===== src/rtl/ext_bus_pkg.sv =====
// Contract
// - write strobe driven only while master
// - ignore acknowledge unless master and active
// - acknowledge high extends cycle without limit
// - cycle ends one clock after acknowledge
// - wait count is larger of both
// - zero wait states never extended
// - select bit picks sync or async acknowledge
// - fast clocks need internal acknowledge synchroniser
// - request follows external bus need or hold bit, not mastership
// - request may drop while still master
// - hold bit keeps request, standby rules
// - reset drops request, enters slave state
// - after grant wait busy free, assert busy
// - grant withdrawn releases at cycle end
// - async arbitration synchronises grant and busy
// - busy marks active bus, retaken after free
// - master may park holding busy asserted
// - busy released by driving high then floating
package ext_bus_pkg;

  ////////////////////////////////////////////////////////////////////////////
  // field widths and reset values
  localparam int WAIT_W            = 4;
  localparam logic [3:0] WAIT_RST  = 4'h1;
  localparam int SYNC_STAGES       = 2;
  localparam int PULLUP_CYCLES     = 1;

  ////////////////////////////////////////////////////////////////////////////
  // arbitration states
  typedef enum logic [1:0] {
    ARB_SLAVE   = 2'b00,
    ARB_WAIT_BB = 2'b01,
    ARB_MASTER  = 2'b10,
    ARB_RELEASE = 2'b11
  } arb_state_t;

  // bus cycle states
  typedef enum logic [1:0] {
    CYC_IDLE  = 2'b00,
    CYC_WAIT  = 2'b01,
    CYC_ACK   = 2'b10,
    CYC_DONE  = 2'b11
  } cyc_state_t;

endpackage


===== src/rtl/sync_select.sv =====
`timescale 1ns/1ps
// optional two-stage synchroniser with a bypass for synchronous inputs
module sync_select #(
  parameter int STAGES = 2
) (
  // clock and reset
  input  wire logic clk_sys,
  input  wire logic rst,
  // data
  input  wire logic din,
  input  wire logic sync_en,
  output logic      dout
);

  logic [STAGES-1:0] stage_q;
  logic [STAGES-1:0] stage_d;

  // shift the level through the chain
  always_comb begin
    stage_d = {stage_q[STAGES-2:0], din};
  end

  always_ff @(posedge clk_sys) begin
    if (rst) begin
      stage_q <= {STAGES{1'b1}};
    end else begin
      stage_q <= stage_d;
    end
  end

  // only the last stage is seen when synchronising
  assign dout = sync_en ? stage_q[STAGES-1] : din;

endmodule


===== src/rtl/wait_counter.sv =====
`timescale 1ns/1ps
// down counter of programmed wait states
module wait_counter #(
  parameter int W = 4
) (
  // clock and reset
  input  wire logic         clk_sys,
  input  wire logic         rst,
  // control
  input  wire logic         load,
  input  wire logic [W-1:0] count,
  output logic              expired
);

  logic [W-1:0] cnt_q;
  logic [W-1:0] cnt_d;

  // load at cycle start, then count down to zero
  always_comb begin
    cnt_d = cnt_q;
    if (load) begin
      cnt_d = count;
    end else if (cnt_q != '0) begin
      cnt_d = cnt_q - W'(1);
    end
  end

  always_ff @(posedge clk_sys) begin
    if (rst) begin
      cnt_q <= '0;
    end else begin
      cnt_q <= cnt_d;
    end
  end

  assign expired = (cnt_q == '0) && !load;

endmodule


===== src/rtl/ext_bus_ctrl.sv =====
`timescale 1ns/1ps
// write strobe, acknowledge stretching and multi-master arbitration
module ext_bus_ctrl #(
  parameter int WAIT_W = ext_bus_pkg::WAIT_W
) (
  // clock and reset
  input  wire logic              clk_sys,
  input  wire logic              rst,
  // configuration
  input  wire logic [WAIT_W-1:0] wait_states,
  input  wire logic              request_hold,
  input  wire logic              ack_sync_select,
  input  wire logic              async_arb_enable,
  input  wire logic              standby,
  // core access request
  input  wire logic              ext_req,
  input  wire logic              ext_write,
  output logic                   ext_done,
  output logic                   is_master,
  // external pins
  input  wire logic              transfer_ack_n,
  input  wire logic              bus_grant_n,
  input  wire logic              bus_busy_n_in,
  output logic                   bus_busy_n_out,
  output logic                   bus_busy_n_oe,
  output logic                   bus_request_n,
  output logic                   write_strobe_n_out,
  output logic                   write_strobe_n_oe
);

  ////////////////////////////////////////////////////////////////////////////
  // input synchronisers
  logic ack_n_s;
  logic grant_n_s;
  logic busy_n_s;

  // acknowledge path chosen by the select bit
  sync_select #(.STAGES(ext_bus_pkg::SYNC_STAGES)) u_ack_sync (
    .clk_sys (clk_sys),
    .rst     (rst),
    .din     (transfer_ack_n),
    .sync_en (ack_sync_select),
    .dout    (ack_n_s)
  );

  // grant and busy synchronised when async arbitration enabled
  sync_select #(.STAGES(ext_bus_pkg::SYNC_STAGES)) u_bg_sync (
    .clk_sys (clk_sys),
    .rst     (rst),
    .din     (bus_grant_n),
    .sync_en (async_arb_enable),
    .dout    (grant_n_s)
  );

  sync_select #(.STAGES(ext_bus_pkg::SYNC_STAGES)) u_bb_sync (
    .clk_sys (clk_sys),
    .rst     (rst),
    .din     (bus_busy_n_in),
    .sync_en (async_arb_enable),
    .dout    (busy_n_s)
  );

  ////////////////////////////////////////////////////////////////////////////
  // arbitration state
  ext_bus_pkg::arb_state_t arb_q;
  ext_bus_pkg::arb_state_t arb_d;
  ext_bus_pkg::cyc_state_t cyc_q;
  ext_bus_pkg::cyc_state_t cyc_d;
  logic                    req_n_q;
  logic                    req_n_d;
  logic                    bb_oe_q;
  logic                    bb_oe_d;
  logic                    bb_out_q;
  logic                    bb_out_d;
  logic                    wr_q;
  logic                    wr_d;
  logic                    cyc_end;
  logic                    cyc_active;

  assign cyc_active = (cyc_q != ext_bus_pkg::CYC_IDLE);
  assign cyc_end    = (cyc_q == ext_bus_pkg::CYC_DONE);

  // request, arbitration states and busy drive
  always_comb begin
    arb_d    = arb_q;
    req_n_d  = req_n_q;
    bb_oe_d  = bb_oe_q;
    bb_out_d = bb_out_q;
    if (standby) begin
      if (!request_hold) begin
        req_n_d = 1'b1;
      end
    end else begin
      // external need or hold bit counts, mastership irrelevant
      req_n_d = !(ext_req || request_hold);
    end
    unique case (arb_q)
      ext_bus_pkg::ARB_SLAVE: begin
        bb_oe_d = 1'b0;
        if (!grant_n_s && !req_n_q) begin
          arb_d = ext_bus_pkg::ARB_WAIT_BB;
        end
      end
      ext_bus_pkg::ARB_WAIT_BB: begin
        if (grant_n_s) begin
          arb_d = ext_bus_pkg::ARB_SLAVE;
        end else if (busy_n_s) begin
          arb_d    = ext_bus_pkg::ARB_MASTER;
          bb_oe_d  = 1'b1;
          bb_out_d = 1'b0;
        end
      end
      ext_bus_pkg::ARB_MASTER: begin
        // parked: busy kept while grant stays, whatever the request
        if (grant_n_s && (!cyc_active || cyc_end)) begin
          arb_d    = ext_bus_pkg::ARB_RELEASE;
          bb_out_d = 1'b1;
        end
      end
      ext_bus_pkg::ARB_RELEASE: begin
        // high was driven one cycle, now float to pull-up
        arb_d   = ext_bus_pkg::ARB_SLAVE;
        bb_oe_d = 1'b0;
      end
    endcase
  end

  always_ff @(posedge clk_sys) begin
    if (rst) begin
      arb_q    <= ext_bus_pkg::ARB_SLAVE;
      req_n_q  <= 1'b1;
      bb_oe_q  <= 1'b0;
      bb_out_q <= 1'b1;
    end else begin
      arb_q    <= arb_d;
      req_n_q  <= req_n_d;
      bb_oe_q  <= bb_oe_d;
      bb_out_q <= bb_out_d;
    end
  end

  assign is_master      = (arb_q == ext_bus_pkg::ARB_MASTER);
  assign bus_request_n  = req_n_q;
  assign bus_busy_n_out = bb_out_q;
  assign bus_busy_n_oe  = bb_oe_q;

  ////////////////////////////////////////////////////////////////////////////
  // bus cycle with wait states
  logic ws_load;
  logic ws_expired;
  logic zero_ws_q;
  logic zero_ws_d;

  assign ws_load = (cyc_q == ext_bus_pkg::CYC_IDLE) && is_master && ext_req && !grant_n_s;

  wait_counter #(.W(WAIT_W)) u_wait (
    .clk_sys (clk_sys),
    .rst     (rst),
    .load    (ws_load),
    .count   (wait_states),
    .expired (ws_expired)
  );

  // cycle sequencing, acknowledge only seen in an active cycle as master
  always_comb begin
    cyc_d     = cyc_q;
    wr_d      = wr_q;
    zero_ws_d = zero_ws_q;
    unique case (cyc_q)
      ext_bus_pkg::CYC_IDLE: begin
        if (ws_load) begin
          cyc_d     = ext_bus_pkg::CYC_WAIT;
          wr_d      = ext_write;
          zero_ws_d = (wait_states == '0);
        end
      end
      ext_bus_pkg::CYC_WAIT: begin
        if (ws_expired) begin
          if (zero_ws_q) begin
            cyc_d = ext_bus_pkg::CYC_DONE;
          end else begin
            cyc_d = ext_bus_pkg::CYC_ACK;
          end
        end
      end
      ext_bus_pkg::CYC_ACK: begin
        // stretch without limit until acknowledge asserted
        if (!ack_n_s) begin
          cyc_d = ext_bus_pkg::CYC_DONE;
        end
      end
      ext_bus_pkg::CYC_DONE: begin
        cyc_d = ext_bus_pkg::CYC_IDLE;
        wr_d  = 1'b0;
      end
    endcase
  end

  always_ff @(posedge clk_sys) begin
    if (rst) begin
      cyc_q     <= ext_bus_pkg::CYC_IDLE;
      wr_q      <= 1'b0;
      zero_ws_q <= 1'b0;
    end else begin
      cyc_q     <= cyc_d;
      wr_q      <= wr_d;
      zero_ws_q <= zero_ws_d;
    end
  end

  assign ext_done           = cyc_end;
  // strobe driven only while master
  assign write_strobe_n_oe  = is_master;
  assign write_strobe_n_out = !(wr_q && cyc_active && !cyc_end);

  ////////////////////////////////////////////////////////////////////////////
  // checks
  // strobe and bus cycle
  a_strobe_master: assert property (@(posedge clk_sys) disable iff (rst)
    !write_strobe_n_out |-> write_strobe_n_oe)
    else $error("write strobe low while not master");
  a_strobe_idle: assert property (@(posedge clk_sys) disable iff (rst)
    !cyc_active |-> write_strobe_n_out)
    else $error("write strobe low outside a bus cycle");
  a_ack_slave: assert property (@(posedge clk_sys) disable iff (rst)
    (arb_q != ext_bus_pkg::ARB_MASTER) |-> !cyc_active)
    else $error("bus cycle active while not master");
  a_ack_idle: assert property (@(posedge clk_sys) disable iff (rst)
    is_master && !cyc_active && !ws_load |=> !cyc_active)
    else $error("bus cycle started without an access");
  a_ack_ignored: assert property (@(posedge clk_sys) disable iff (rst)
    (cyc_q == ext_bus_pkg::CYC_ACK) && ack_n_s |=> cyc_q == ext_bus_pkg::CYC_ACK)
    else $error("cycle ended without acknowledge");
  a_ack_finish: assert property (@(posedge clk_sys) disable iff (rst)
    (cyc_q == ext_bus_pkg::CYC_ACK) && !ack_n_s |=> ext_done)
    else $error("cycle not done one clock after acknowledge");
  a_done_pulse: assert property (@(posedge clk_sys) disable iff (rst)
    ext_done |=> !ext_done)
    else $error("cycle completion longer than one clock");
  a_zero_ws: assert property (@(posedge clk_sys) disable iff (rst)
    ws_load && (wait_states == '0) |=> ##[1:2] ext_done)
    else $error("zero wait access extended");
  a_min_wait: assert property (@(posedge clk_sys) disable iff (rst)
    $rose(cyc_q == ext_bus_pkg::CYC_ACK) |-> $past(ws_expired))
    else $error("acknowledge phase before programmed waits");

  // request
  a_req_need: assert property (@(posedge clk_sys) disable iff (rst)
    !standby && ext_req |=> !bus_request_n)
    else $error("request not raised for external access");
  a_park_drop: assert property (@(posedge clk_sys) disable iff (rst)
    is_master && !standby && !ext_req && !request_hold |=> bus_request_n)
    else $error("request kept while master without need");
  a_standby_req: assert property (@(posedge clk_sys) disable iff (rst)
    standby && !request_hold |=> bus_request_n)
    else $error("request held in standby without hold bit");
  a_hold_req: assert property (@(posedge clk_sys) disable iff (rst)
    request_hold && !standby |=> !bus_request_n)
    else $error("hold bit did not keep request");
  a_standby_keep: assert property (@(posedge clk_sys) disable iff (rst)
    standby && request_hold |=> bus_request_n == $past(bus_request_n))
    else $error("request changed in standby with hold bit");
  a_reset_state: assert property (@(posedge clk_sys)
    $past(rst) |-> bus_request_n && !is_master && !bus_busy_n_oe)
    else $error("reset left request or mastership");

  // arbitration and busy line
  a_take_busy: assert property (@(posedge clk_sys) disable iff (rst)
    $rose(is_master) |-> $past(busy_n_s) && !bus_busy_n_out && bus_busy_n_oe)
    else $error("mastership taken while bus busy");
  a_grant_wait: assert property (@(posedge clk_sys) disable iff (rst)
    (arb_q == ext_bus_pkg::ARB_WAIT_BB) && !busy_n_s |=> !is_master)
    else $error("mastership taken before busy released");
  a_busy_master: assert property (@(posedge clk_sys) disable iff (rst)
    is_master |-> bus_busy_n_oe && !bus_busy_n_out)
    else $error("busy not driven low while master");
  a_park_hold: assert property (@(posedge clk_sys) disable iff (rst)
    is_master && !grant_n_s |=> is_master)
    else $error("parked mastership lost while granted");
  a_grant_drop: assert property (@(posedge clk_sys) disable iff (rst)
    is_master && grant_n_s && !cyc_active |=> !is_master)
    else $error("mastership kept after grant withdrawn");
  a_release_mid: assert property (@(posedge clk_sys) disable iff (rst)
    is_master && cyc_active && !cyc_end |=> is_master)
    else $error("mastership dropped inside a bus cycle");
  a_release_hi: assert property (@(posedge clk_sys) disable iff (rst)
    $fell(bus_busy_n_oe) |-> $past(bus_busy_n_out))
    else $error("busy released without driving high");
  a_release_drive: assert property (@(posedge clk_sys) disable iff (rst)
    (arb_q == ext_bus_pkg::ARB_RELEASE) |-> bus_busy_n_oe && bus_busy_n_out)
    else $error("busy not driven high on release");
  a_slave_float: assert property (@(posedge clk_sys) disable iff (rst)
    (arb_q == ext_bus_pkg::ARB_SLAVE) |-> !bus_busy_n_oe)
    else $error("busy line driven while slave");

  // synchronisers
  a_ack_synced: assert property (@(posedge clk_sys) disable iff (rst)
    ack_sync_select && $past(transfer_ack_n, 2) |-> ack_n_s)
    else $error("acknowledge seen before two synchroniser stages");
  a_grant_synced: assert property (@(posedge clk_sys) disable iff (rst)
    async_arb_enable && $past(bus_grant_n, 2) |-> grant_n_s)
    else $error("grant seen before two synchroniser stages");

endmodule


===== config.mk =====
export PLATFORM = sky130hd
export DESIGN_NAME = ext_bus_ctrl
export DESIGN_NICKNAME = d
export VERILOG_FILES = /design/src/rtl/ext_bus_pkg.sv /design/src/rtl/sync_select.sv /design/src/rtl/wait_counter.sv /design/src/rtl/ext_bus_ctrl.sv
export SDC_FILE = /design/constraint.sdc
export NUM_CORES = 1
export LEC_CHECK = 0
export BUFFER_PORTS_ARGS = -buffer_cell sky130_fd_sc_hd__buf_2
export CORE_UTILIZATION = 55
export CTS_BUF_LIST = sky130_fd_sc_hd__clkbuf_4
export DETAILED_ROUTE_END_ITERATION = 6
export HOLD_SLACK_MARGIN = 0.02
export PLACE_DENSITY = 0.77
export RECOVER_POWER = 25
export SLEW_MARGIN = 15
export SYNTH_ARGS = -nofsm -noshare
export SYNTH_HDL_FRONTEND = slang
export SYNTH_SLANG_ARGS = --single-unit

===== constraint.sdc =====
create_clock -name clk_sys -period 3.1 [get_ports clk_sys]
set_input_delay 0.775 -clock clk_sys [delete_from_list [all_inputs] [get_ports clk_sys]]
set_output_delay 0.775 -clock clk_sys [all_outputs]
set_load 0.02 [all_outputs]

==> results.json, run 1 <==
{
  "ant_nets": 0,
  "synth_area_leaders": "dfxtp_1, ha_1, mux2i_1",
  "startpoint_type": "flop",
  "firstDrtPassIters": 4,
  "cp.depth": 5,
  "cts_buffers": 3,
  "reg2regPathDepth": 6,
  "ys.flop_type": "dfxtp_1",
  "max-slew-margin-rel_pct": 47.02,
  "clock_path_buffers": 2,
  "critical_path_peak_fanout": 5,
  "grt_antenna_before_repair": 0,
  "path_buf_inv": 2,
  "crit_chain": "inv_1 > ha_1 > nor2_1 > nand2_1 > buf_2",
  "final_net_count": 162,
  "n_antenna_cell": 0,
  "cts_num_sinks": 19,
  "synth-seq-area-share_pct": 35.39,
  "arrival_ns": 1.44,
  "finClkSkew_ns": 0.006949,
  "peakVddDrop_v": 0.0004008,
  "num_vias": 881,
  "critPathCaptureType": "output port",
  "first_iter_violations": 24,
  "rsz0062_at_grt": "no",
  "status": "finished, final reports clean",
  "synth_top_cell_area_share_pct": 35.39,
  "vias_per_cell": 5.472,
  "clk_latency_ns": 0.30,
  "fp.dieH_um": 46.21,
  "drcViolationCount": 0,
  "portBuffers": 21,
  "path_clk_slew_ns": 0.11,
  "layout_commonest_cell": "buf_2",
  "tritoncts": "done",
  "wl_per_cell_um": 12.06,
  "synthesis.area_um2": 1075,
  "whs_path_depth": 1,
  "slowest_stage": "dfxtp_1",
  "grt_max_degree": 16,
  "max_cap_viol_count": 0,
  "area_growth_pct": 11.99,
  "worst_pin_slew_ns": 0.7747,
  "dp_cells": 157,
  "max_stage_delay_ns": 0.43,
  "period_share_pct": 71.52,
  "grt_pass1_wl_um": 3063,
  "synth_warnings": 0,
  "die_w_um": 46.21,
  "hold_path_class": "reg -> reg",
  "crit_type": "reg -> out",
  "core-area_um2": 1783,
  "setup_tns_ns": 0,
  "yosysTopAreaCell": "dfxtp_1",
  "place_hpwl_um": 1497,
  "ys_ff_latch": 19,
  "cts.htree.levels": 1,
  "ys_async_sr_fraction_pct": 0,
  "hold_buffers": 0,
  "fmax_mhz": 451.0,
  "dieArea_um2": 2135,
  "wl_um": 1941,
  "final_cells": 161,
  "overflow": 0,
  "path_delay_family": "flip-flops",
  "grt_pass1_vias": 762,
  "cts_resized": 0,
  "p_leak_nw": 0.5367,
  "synth.distinct_cells": 38,
  "hold_viol_final": 0,
  "fill_cells": 158,
  "required_ns": 2.32,
  "cts_setup_buffers": 0,
  "synthCells": 115,
  "drive_gt1_share_pct": 26.47,
  "setup_viol": 0,
  "synth_edf_count": 0,
  "rows": 15,
  "maxSlewViolCount": 0,
  "ioPinCount": 22,
  "cts_root_buf": "clkbuf_4",
  "synth_fp_nets": 140,
  "final_cell_mix": "buf_2, dfxtp_1, mux2i_1, ha_1",
  "avgSynthCellArea_um2": 9.346,
  "grtUsageTotal_pct": 20.97,
  "gp_congestion": 0.8691,
  "min_period_ns": 2.217,
  "start_util_pct": 60.28,
  "powerDensity_nw_per_um2": 622.8
}
[per-stage QoR]
step                utilization (%)  power [mW]  hold slack, ns  setup slack, ns  cell area [um^2]
global route                  67.51      0.8152          0.4310           0.7427              1204
global placement              66.04      0.6260          0.3911           0.8416              1177
detailed placement            66.04      0.6348          0.3950           0.7926              1177
floorplan                         -      0.5670          0.3895           0.9724              1075
finish                        67.51      0.7497          0.4195           0.8829              1204
CTS                           67.58      0.7596          0.4219           0.8963              1205
[power breakdown]
part | switching [mW] | leakage [nW] | internal [mW]
sequential | 0.0274 | 0.156 | 0.286
clock | 0.0747 | 0.0177 | 0.0481
combinational | 0.166 | 0.363 | 0.147
[cell families after synthesis]
kind of cell    count (synthesis)  synth area share (%)
fa+ha+maj                      10                 11.64
xor+xnor                        2                 1.630
mux                            11                 10.71
compound gates                 17                 12.11
flops                          19                 35.39
buf+inv                        13                 6.286
simple gates                   43                 22.24
[path summary, 6_finish.rpt]
| kind | startpoint | to | slack (ns) |
|---|---|---|---|
| hold reg to reg | u_ack_sync.stage_q[0] | u_ack_sync.stage_q[1] | 0.42 |
| setup reg to reg | flop | arb_q[0] | 0.97 |
| hold / removal | u_ack_sync.stage_q[0] | u_ack_sync.stage_q[1] | 0.42 |
| setup / recovery | cyc_q[0] | write_strobe_n_out | 0.88 |
[registers in the layout, indices dropped and copies added, names as in the netlist, named ones only]
register	cells
u_bb_sync.stage_q	2
arb_q	1
u_ack_sync.stage_q	2
bus_request_n	1
bus_busy_n_out	1
zero_ws_q	1
wr_q	1
u_bg_sync.stage_q	2
cyc_q	2
bus_busy_n_oe	1
u_wait.cnt_q	4
[layer usage]
layer	track usage [%]	vias up	wire [um]
met1	25.24	399	902
li1	-	444	-
met5	0	-	0
met2	33.52	33	888
met3	4.706	5	111
met4	12.94	0	39
[cell usage after synthesis (all sizes together), types with 2 or more instances]
master / instances
a2111oi: 2
a21oi: 5
a221oi: 2
buf: 3
dfxtp: 19
ha: 10
inv: 9
mux2i: 10
nand2: 5
nand3: 5
nor2: 9
nor2b: 3
nor3: 3
o21ai: 3
or2: 7
or3b: 2
xnor2: 2
[final cells by class]
class	count	area, um^2	share of cell area, %
multi-input combinational	83	626.9	52.08
timing repair buffer	21	103.9	8.628
inverter	9	33.78	2.807
tap	25	31.28	2.599
clock buffer	3	22.52	1.871
clock inverter	1	5.005	0.4158
sequential	19	380.4	31.60
Note: power is estimated with default switching activity, not from simulation.
==> inputs of run 2 (changes only) <==
--- a/config.mk
+++ b/config.mk
@@ -5,12 +5,13 @@
 export SDC_FILE = /design/constraint.sdc
 export NUM_CORES = 1
 export LEC_CHECK = 0
+export ABC_AREA = 1
 export BUFFER_PORTS_ARGS = -buffer_cell sky130_fd_sc_hd__buf_2
-export CORE_UTILIZATION = 55
+export CORE_UTILIZATION = 50
 export CTS_BUF_LIST = sky130_fd_sc_hd__clkbuf_4
 export DETAILED_ROUTE_END_ITERATION = 6
 export HOLD_SLACK_MARGIN = 0.02
-export PLACE_DENSITY = 0.77
+export PLACE_DENSITY = 0.74
 export RECOVER_POWER = 25
 export SLEW_MARGIN = 15
 export SYNTH_ARGS = -nofsm -noshare
==> constraint.sdc (replaced) <==
create_clock -name clk_sys -period 1.8 [get_ports clk_sys]
set_input_delay 0.45 -clock clk_sys [delete_from_list [all_inputs] [get_ports clk_sys]]
set_output_delay 0.45 -clock clk_sys [all_outputs]
set_load 0.02 [all_outputs]
==> run 2 against run 1 <==
  * Power is 98% higher
  * Synthesized cell count grew 29%
  * Via count increased by 12%
  * Register-to-register slack got worse by 0.74 ns
  * Final cell count is 23% higher
  * Critical endpoint unchanged
==> results.json, run 2 <==
{
  "synthCells": 148,
  "ioPinCount": 22,
  "start_util_pct": 53.85,
  "yosysTopAreaCell": "dfxtp_1",
  "critPathCaptureType": "output port",
  "grt_max_degree": 12,
  "combPwrFrac_pct": 47.0,
  "wl_um": 2065,
  "area_growth_pct": 16.18,
  "grt_antenna_before_repair": 0,
  "grt_pass1_wl_um": 3312,
  "grt_pass1_vias": 861,
  "rsz0062_at_grt": "no",
  "synth_fp_nets": 173,
  "core-area_um2": 1982,
  "overflow": 0,
  "cts_num_sinks": 19,
  "cts_buffers": 3,
  "final_cell_mix": "nand2_1, inv_1, buf_2, dfxtp_1, nor2_1",
  "synth.distinct_cells": 23,
  "layout_commonest_cell": "nand2_1",
  "p_leak_nw": 0.6371,
  "crit_type": "reg -> out",
  "cts_root_buf": "clkbuf_4",
  "synth-seq-area-share_pct": 35.64,
  "setup_viol": 0,
  "seqPwrFrac_pct": 37.6,
  "hold_viol_final": 0,
  "cts.htree.levels": 1,
  "drive_gt1_share_pct": 22.22,
  "portBuffers": 21,
  "startpoint_type": "flop",
  "setup_tns_ns": 0,
  "avgSynthCellArea_um2": 7.211,
  "max_cap_viol_count": 0,
  "largest_reg_flops": 4,
  "ys.flop_type": "dfxtp_1",
  "maxSlewViolCount": 0,
  "n_antenna_cell": 0,
  "intPower_mw": 0.8816,
  "top_register": "u_wait.cnt_q",
  "gp_congestion": 0.8159,
  "max-slew-margin-rel_pct": 72.21,
  "required_ns": 1.35,
  "critical_path_peak_fanout": 5,
  "place_hpwl_um": 1644,
  "hold_path_class": "in -> reg",
  "first_iter_violations": 14,
  "period_share_pct": 95.49,
  "fmax_mhz": 581.8,
  "worst_pin_slew_ns": 0.4169,
  "synth_top_cell_area_share_pct": 35.64,
  "cts_setup_buffers": 0,
  "ant_nets": 0,
  "fill_cells": 190,
  "status": "finished, final reports clean",
  "grtUsageTotal_pct": 20.61,
  "pwr-share-clk_pct": 15.4,
  "synth_area_leaders": "dfxtp_1, ha_1, nand2_1",
  "synth_edf_count": 0,
  "yosysMostFrequentCell": "nand2_1",
  "num_vias": 988,
  "wl_per_cell_um": 10.43,
  "swShare_pct": 40.63,
  "fp.dieH_um": 48.20,
  "synthTopCellsByCount": "nand2_1, inv_1, dfxtp_1",
  "power.net_switching_mw": 0.6033,
  "drcViolationCount": 0,
  "firstDrtPassIters": 5,
  "powerDensity_nw_per_um2": 1198,
  "synth_warnings": 0,
  "clk_latency_ns": 0.29,
  "arrival_ns": 1.27,
  "finClkSkew_ns": 0.001603,
  "peakVddDrop_v": 0.0007184,
  "ys_ff_latch": 19,
  "tritoncts": "done",
  "final_net_count": 197,
  "ys_async_sr_fraction_pct": 0,
  "finish.utilization_pct": 62.56,
  "path_clk_slew_ns": 0.10,
  "rows": 16,
  "dieArea_um2": 2323,
  "die_w_um": 48.20,
  "clock_path_buffers": 2,
  "vias_per_cell": 4.990,
  "min_period_ns": 1.719,
  "synthesis.area_um2": 1067
}
==> run 2: changes by cell type after synthesis, moves of 4 or more <==
cell / previous run / this run
mux2i_1: 10 / 0
nand3_1: 5 / 11
o21ai_0: 3 / 7
nand2_1: 5 / 33
inv_1: 9 / 23
nor2_1: 9 / 15
==> run 2: metrics by stage <==
stage               instances  worst slack, ns  area, um^2  total power, mW  hold WS [ns]
floorplan                 148           0.2482        1067            1.098        0.3895
global route              198         0.009647        1240            1.622        0.3528
detailed placement        194           0.2352        1194            1.247        0.3983
CTS                       198         0.009486        1225            1.479        0.3326
finish                    198          0.08126        1240            1.485        0.3337
global placement          194           0.3311        1194            1.223        0.3927
==> run 2: kinds of logic (layout without fill, tap and decap cells) <==
| family | Yosys count | after routing | share of synthesized area [%] |
|---|---|---|---|
| compound gates | 16 | 16 | 8.206 |
| xor+xnor | 2 | 2 | 1.642 |
| flops | 19 | 19 | 35.64 |
| simple gates | 75 | 75 | 33.18 |
| buf+inv | 26 | 49 | 9.612 |
| fa+ha+maj | 10 | 10 | 11.72 |
==> run 2: area by class of cell <==
class / instances / area [um^2] / share of cell area [%]
multi-input combinational: 103 / 596.8 / 48.13
sequential: 19 / 385.4 / 31.08
timing repair buffer: 21 / 103.9 / 8.375
inverter: 24 / 90.09 / 7.265
tap: 27 / 33.78 / 2.725
clock buffer: 4 / 30.03 / 2.422
==> run 2: worst paths after layout <==
kind | start | end | slack (ns) | cells past startpoint
setup / recovery | cyc_q[0] | write_strobe_n_out | 0.08 | 5
hold / removal | transfer_ack_n | u_ack_sync.stage_q[0] | 0.33 | 3
setup reg to reg | arb_q[0] | u_wait.cnt_q[2] | 0.23 | 8
hold reg to reg | u_ack_sync.stage_q[0] | u_ack_sync.stage_q[1] | 0.42 | 1
==> run 2: what timing repair did <==
item / 4_1_cts / 5_1_grt
gates resized for setup: 1 / 4
setup endpoints to repair: 1 / 1
hold buffers: 0 / 0
==> run 2: metal layers <==
metal / GRT usage, % / vias to the layer above / share of wire (%)
met5: 0 / - / 0
met4: 8.333 / 0 / 0.97
met3: 4.444 / 4 / 3.1
met2: 37.87 / 14 / 50
met1: 22.70 / 461 / 46
li1: - / 509 / -
==> run 2: power by group through the flow <==
stage	combinational (mW)	sequential (mW)	clock [mW]
after floorplan	0.522	0.575	0
after global placement	0.666	0.557	0
after detailed placement	0.685	0.563	0
after CTS	0.691	0.554	0.234
after global routing	0.801	0.568	0.253
final	0.699	0.558	0.228
==> run 2: critical path: stages, from the launching register on <==
cell and delay, ns:
dfxtp_4 0.37, inv_1 0.14, ha_4 0.17, inv_1 0.05
nand3b_1 0.08, buf_2 0.16
==> inputs of run 3 (changes only) <==
--- a/config.mk
+++ b/config.mk
@@ -6,12 +6,12 @@
 export NUM_CORES = 1
 export LEC_CHECK = 0
 export ABC_AREA = 1
-export BUFFER_PORTS_ARGS = -buffer_cell sky130_fd_sc_hd__buf_2
-export CORE_UTILIZATION = 50
+export CORE_UTILIZATION = 58
 export CTS_BUF_LIST = sky130_fd_sc_hd__clkbuf_4
 export DETAILED_ROUTE_END_ITERATION = 6
+export DONT_BUFFER_PORTS = 1
 export HOLD_SLACK_MARGIN = 0.02
-export PLACE_DENSITY = 0.74
+export PLACE_DENSITY = 0.73
 export RECOVER_POWER = 25
 export SLEW_MARGIN = 15
 export SYNTH_ARGS = -nofsm -noshare
==> constraint.sdc (replaced) <==
create_clock -name clk_sys -period 1.8 [get_ports clk_sys]
set_input_delay 0.09 -clock clk_sys [delete_from_list [all_inputs] [get_ports clk_sys]]
set_output_delay 0.09 -clock clk_sys [all_outputs]
set_load 0.02 [all_outputs]
==> run 3 against run 2 <==
  * Core utilization grew 8.9 points
  * Sequential cell count is the same
  * Register-to-register slack gained 0.04 ns
  * Clock power grew 3%
  * Worst hold slack lost 0.30 ns
  * Power shrank 2.0%
  * Combinational power shrank 8.3%
  * Clock skew grew 0.0045 ns
==> results.json, run 3 (synthesized netlist as in run 2, its figures left out) <==
{
  "setup_viol": 0,
  "cts_resized": 0,
  "max-slew-margin-rel_pct": 77.28,
  "final_net_count": 188,
  "dp_worst_setup_slack_ns": 0.3059,
  "top_register": "u_wait.cnt_q",
  "critical_path_peak_fanout": 10,
  "hold_viol_final": 0,
  "wl_per_cell_um": 11.16,
  "rows": 15,
  "period_share_pct": 84.83,
  "vias_per_cell": 4.925,
  "grt_pass1_vias": 835,
  "powerDensity_nw_per_um2": 1179,
  "final_cell_mix": "nand2_1, inv_1, dfxtp_1, nor2_1",
  "rsz0062_at_grt": "no",
  "crit_chain": "inv_1 > ha_1 > nand2_1 > nor2_2 > nand2_4 > inv_1 > nand2_1 > o21ai_0 > nor2_1 > nor2_1",
  "startpoint_type": "flop",
  "area_growth_pct": 15.59,
  "whs_path_depth": 4,
  "power.net_switching_mw": 0.5945,
  "n_antenna_cell": 0,
  "grt_antenna_before_repair": 0,
  "ioPinCount": 22,
  "layout_commonest_cell": "nand2_1",
  "portBuffers": 0,
  "combPwrFrac_pct": 44.1,
  "drive_gt1_share_pct": 9.877,
  "crit_type": "reg -> reg",
  "status": "finished, final reports clean",
  "fmax_mhz": 654.9,
  "dieArea_um2": 2016,
  "num_vias": 921,
  "cts_num_sinks": 19,
  "swShare_pct": 40.86,
  "maxSlewViolCount": 0,
  "path_clk_slew_ns": 0.11,
  "power_mw": 1.455,
  "arrival_ns": 1.72,
  "tritoncts": "done",
  "pwr-share-clk_pct": 16.2,
  "required_ns": 2.00,
  "clk_latency_ns": 0.30,
  "seqPwrFrac_pct": 39.7,
  "final_area_um2": 1234,
  "reg2regPathDepth": 10,
  "wl_um": 2086,
  "fp.dieH_um": 44.90,
  "cts.htree.levels": 1,
  "cts_root_buf": "clkbuf_4",
  "core-area_um2": 1727,
  "grt_pass1_wl_um": 3346,
  "critPathCaptureType": "flop",
  "start_util_pct": 61.81,
  "max_stage_delay_ns": 0.43,
  "final_cells": 187,
  "first_iter_violations": 10,
  "max_cap_viol_count": 0,
  "clock_path_buffers": 2,
  "dp_cells": 172,
  "p_leak_nw": 0.6029,
  "slowest_stage": "dfxtp_1",
  "drcViolationCount": 0,
  "peakVddDrop_v": 0.0007138,
  "finClkSkew_ns": 0.006097,
  "gp_congestion": 0.8282,
  "intPower_mw": 0.8604,
  "cts_buffers": 3,
  "overflow": 0,
  "grtUsageTotal_pct": 23.81,
  "largest_reg_flops": 4,
  "setup_tns_ns": 0,
  "timing.final.ws_setup_ns": 0.2731,
  "hold_path_class": "in -> reg",
  "worst_pin_slew_ns": 0.3404,
  "dpl_cell_area_um2": 1094,
  "ant_nets": 0,
  "die_w_um": 44.90,
  "firstDrtPassIters": 4,
  "min_period_ns": 1.527,
  "grt_max_degree": 12,
  "place_hpwl_um": 1457
}
==> run 3: metal layers <==
metal  wire length [um]  vias to the layer above  track usage [%]
li1                   -                      493                -
met1                991                      404            27.30
met2                974                       20            41.18
met3                 80                        4            4.000
met4                 40                        0            14.55
met5                  0                        -                0
==> run 3: repair_timing <==
item,4_1_cts,5_1_grt
hold buffers,11,0
endpoints found under the hold margin,13,0
setup buffers,0,0
==> run 3: worst max-delay path, delay by kind of cell (launching register included) <==
kind | cells | cell delay (ns)
compound gates | 1 | 0.07
simple gates | 6 | 0.47
fa+ha+maj | 1 | 0.26
flops | 1 | 0.43
buf+inv | 2 | 0.20
==> run 3: through the flow <==
step                      utilization (%)  hold slack (ns)
final                               71.45          0.03302
after global routing                71.45          0.07189
after CTS                           71.45          0.03415
after detailed placement            63.33           0.1650
after global placement              63.33           0.1606
after floorplan                         -           0.1591
==> run 3: worst paths after layout <==
check | from | end | slack [ns]
max | cyc_q[0] | u_wait.cnt_q[1] | 0.27
min | wait_states[1] | u_wait.cnt_q[1] | 0.03
max reg2reg | cyc_q[0] | u_wait.cnt_q[1] | 0.27
min reg2reg | u_ack_sync.stage_q[0] | u_ack_sync.stage_q[1] | 0.42
==> run 3: power by group through the flow <==
stage,Sequential [mW],Clock [mW],Combinational [mW]
final,0.578,0.235,0.641
after global routing,0.589,0.262,0.726
after CTS,0.578,0.243,0.638
after detailed placement,0.589,0,0.608
after global placement,0.584,0,0.601
after floorplan,0.575,0,0.522
==> run 3: area by class of cell <==
type	count	area [um^2]
multi-input combinational	103	584.3
fill	151	493.0
sequential	19	380.4
timing repair buffer	12	117.6
inverter	24	90.09
tap	25	31.28
clock buffer	4	30.03
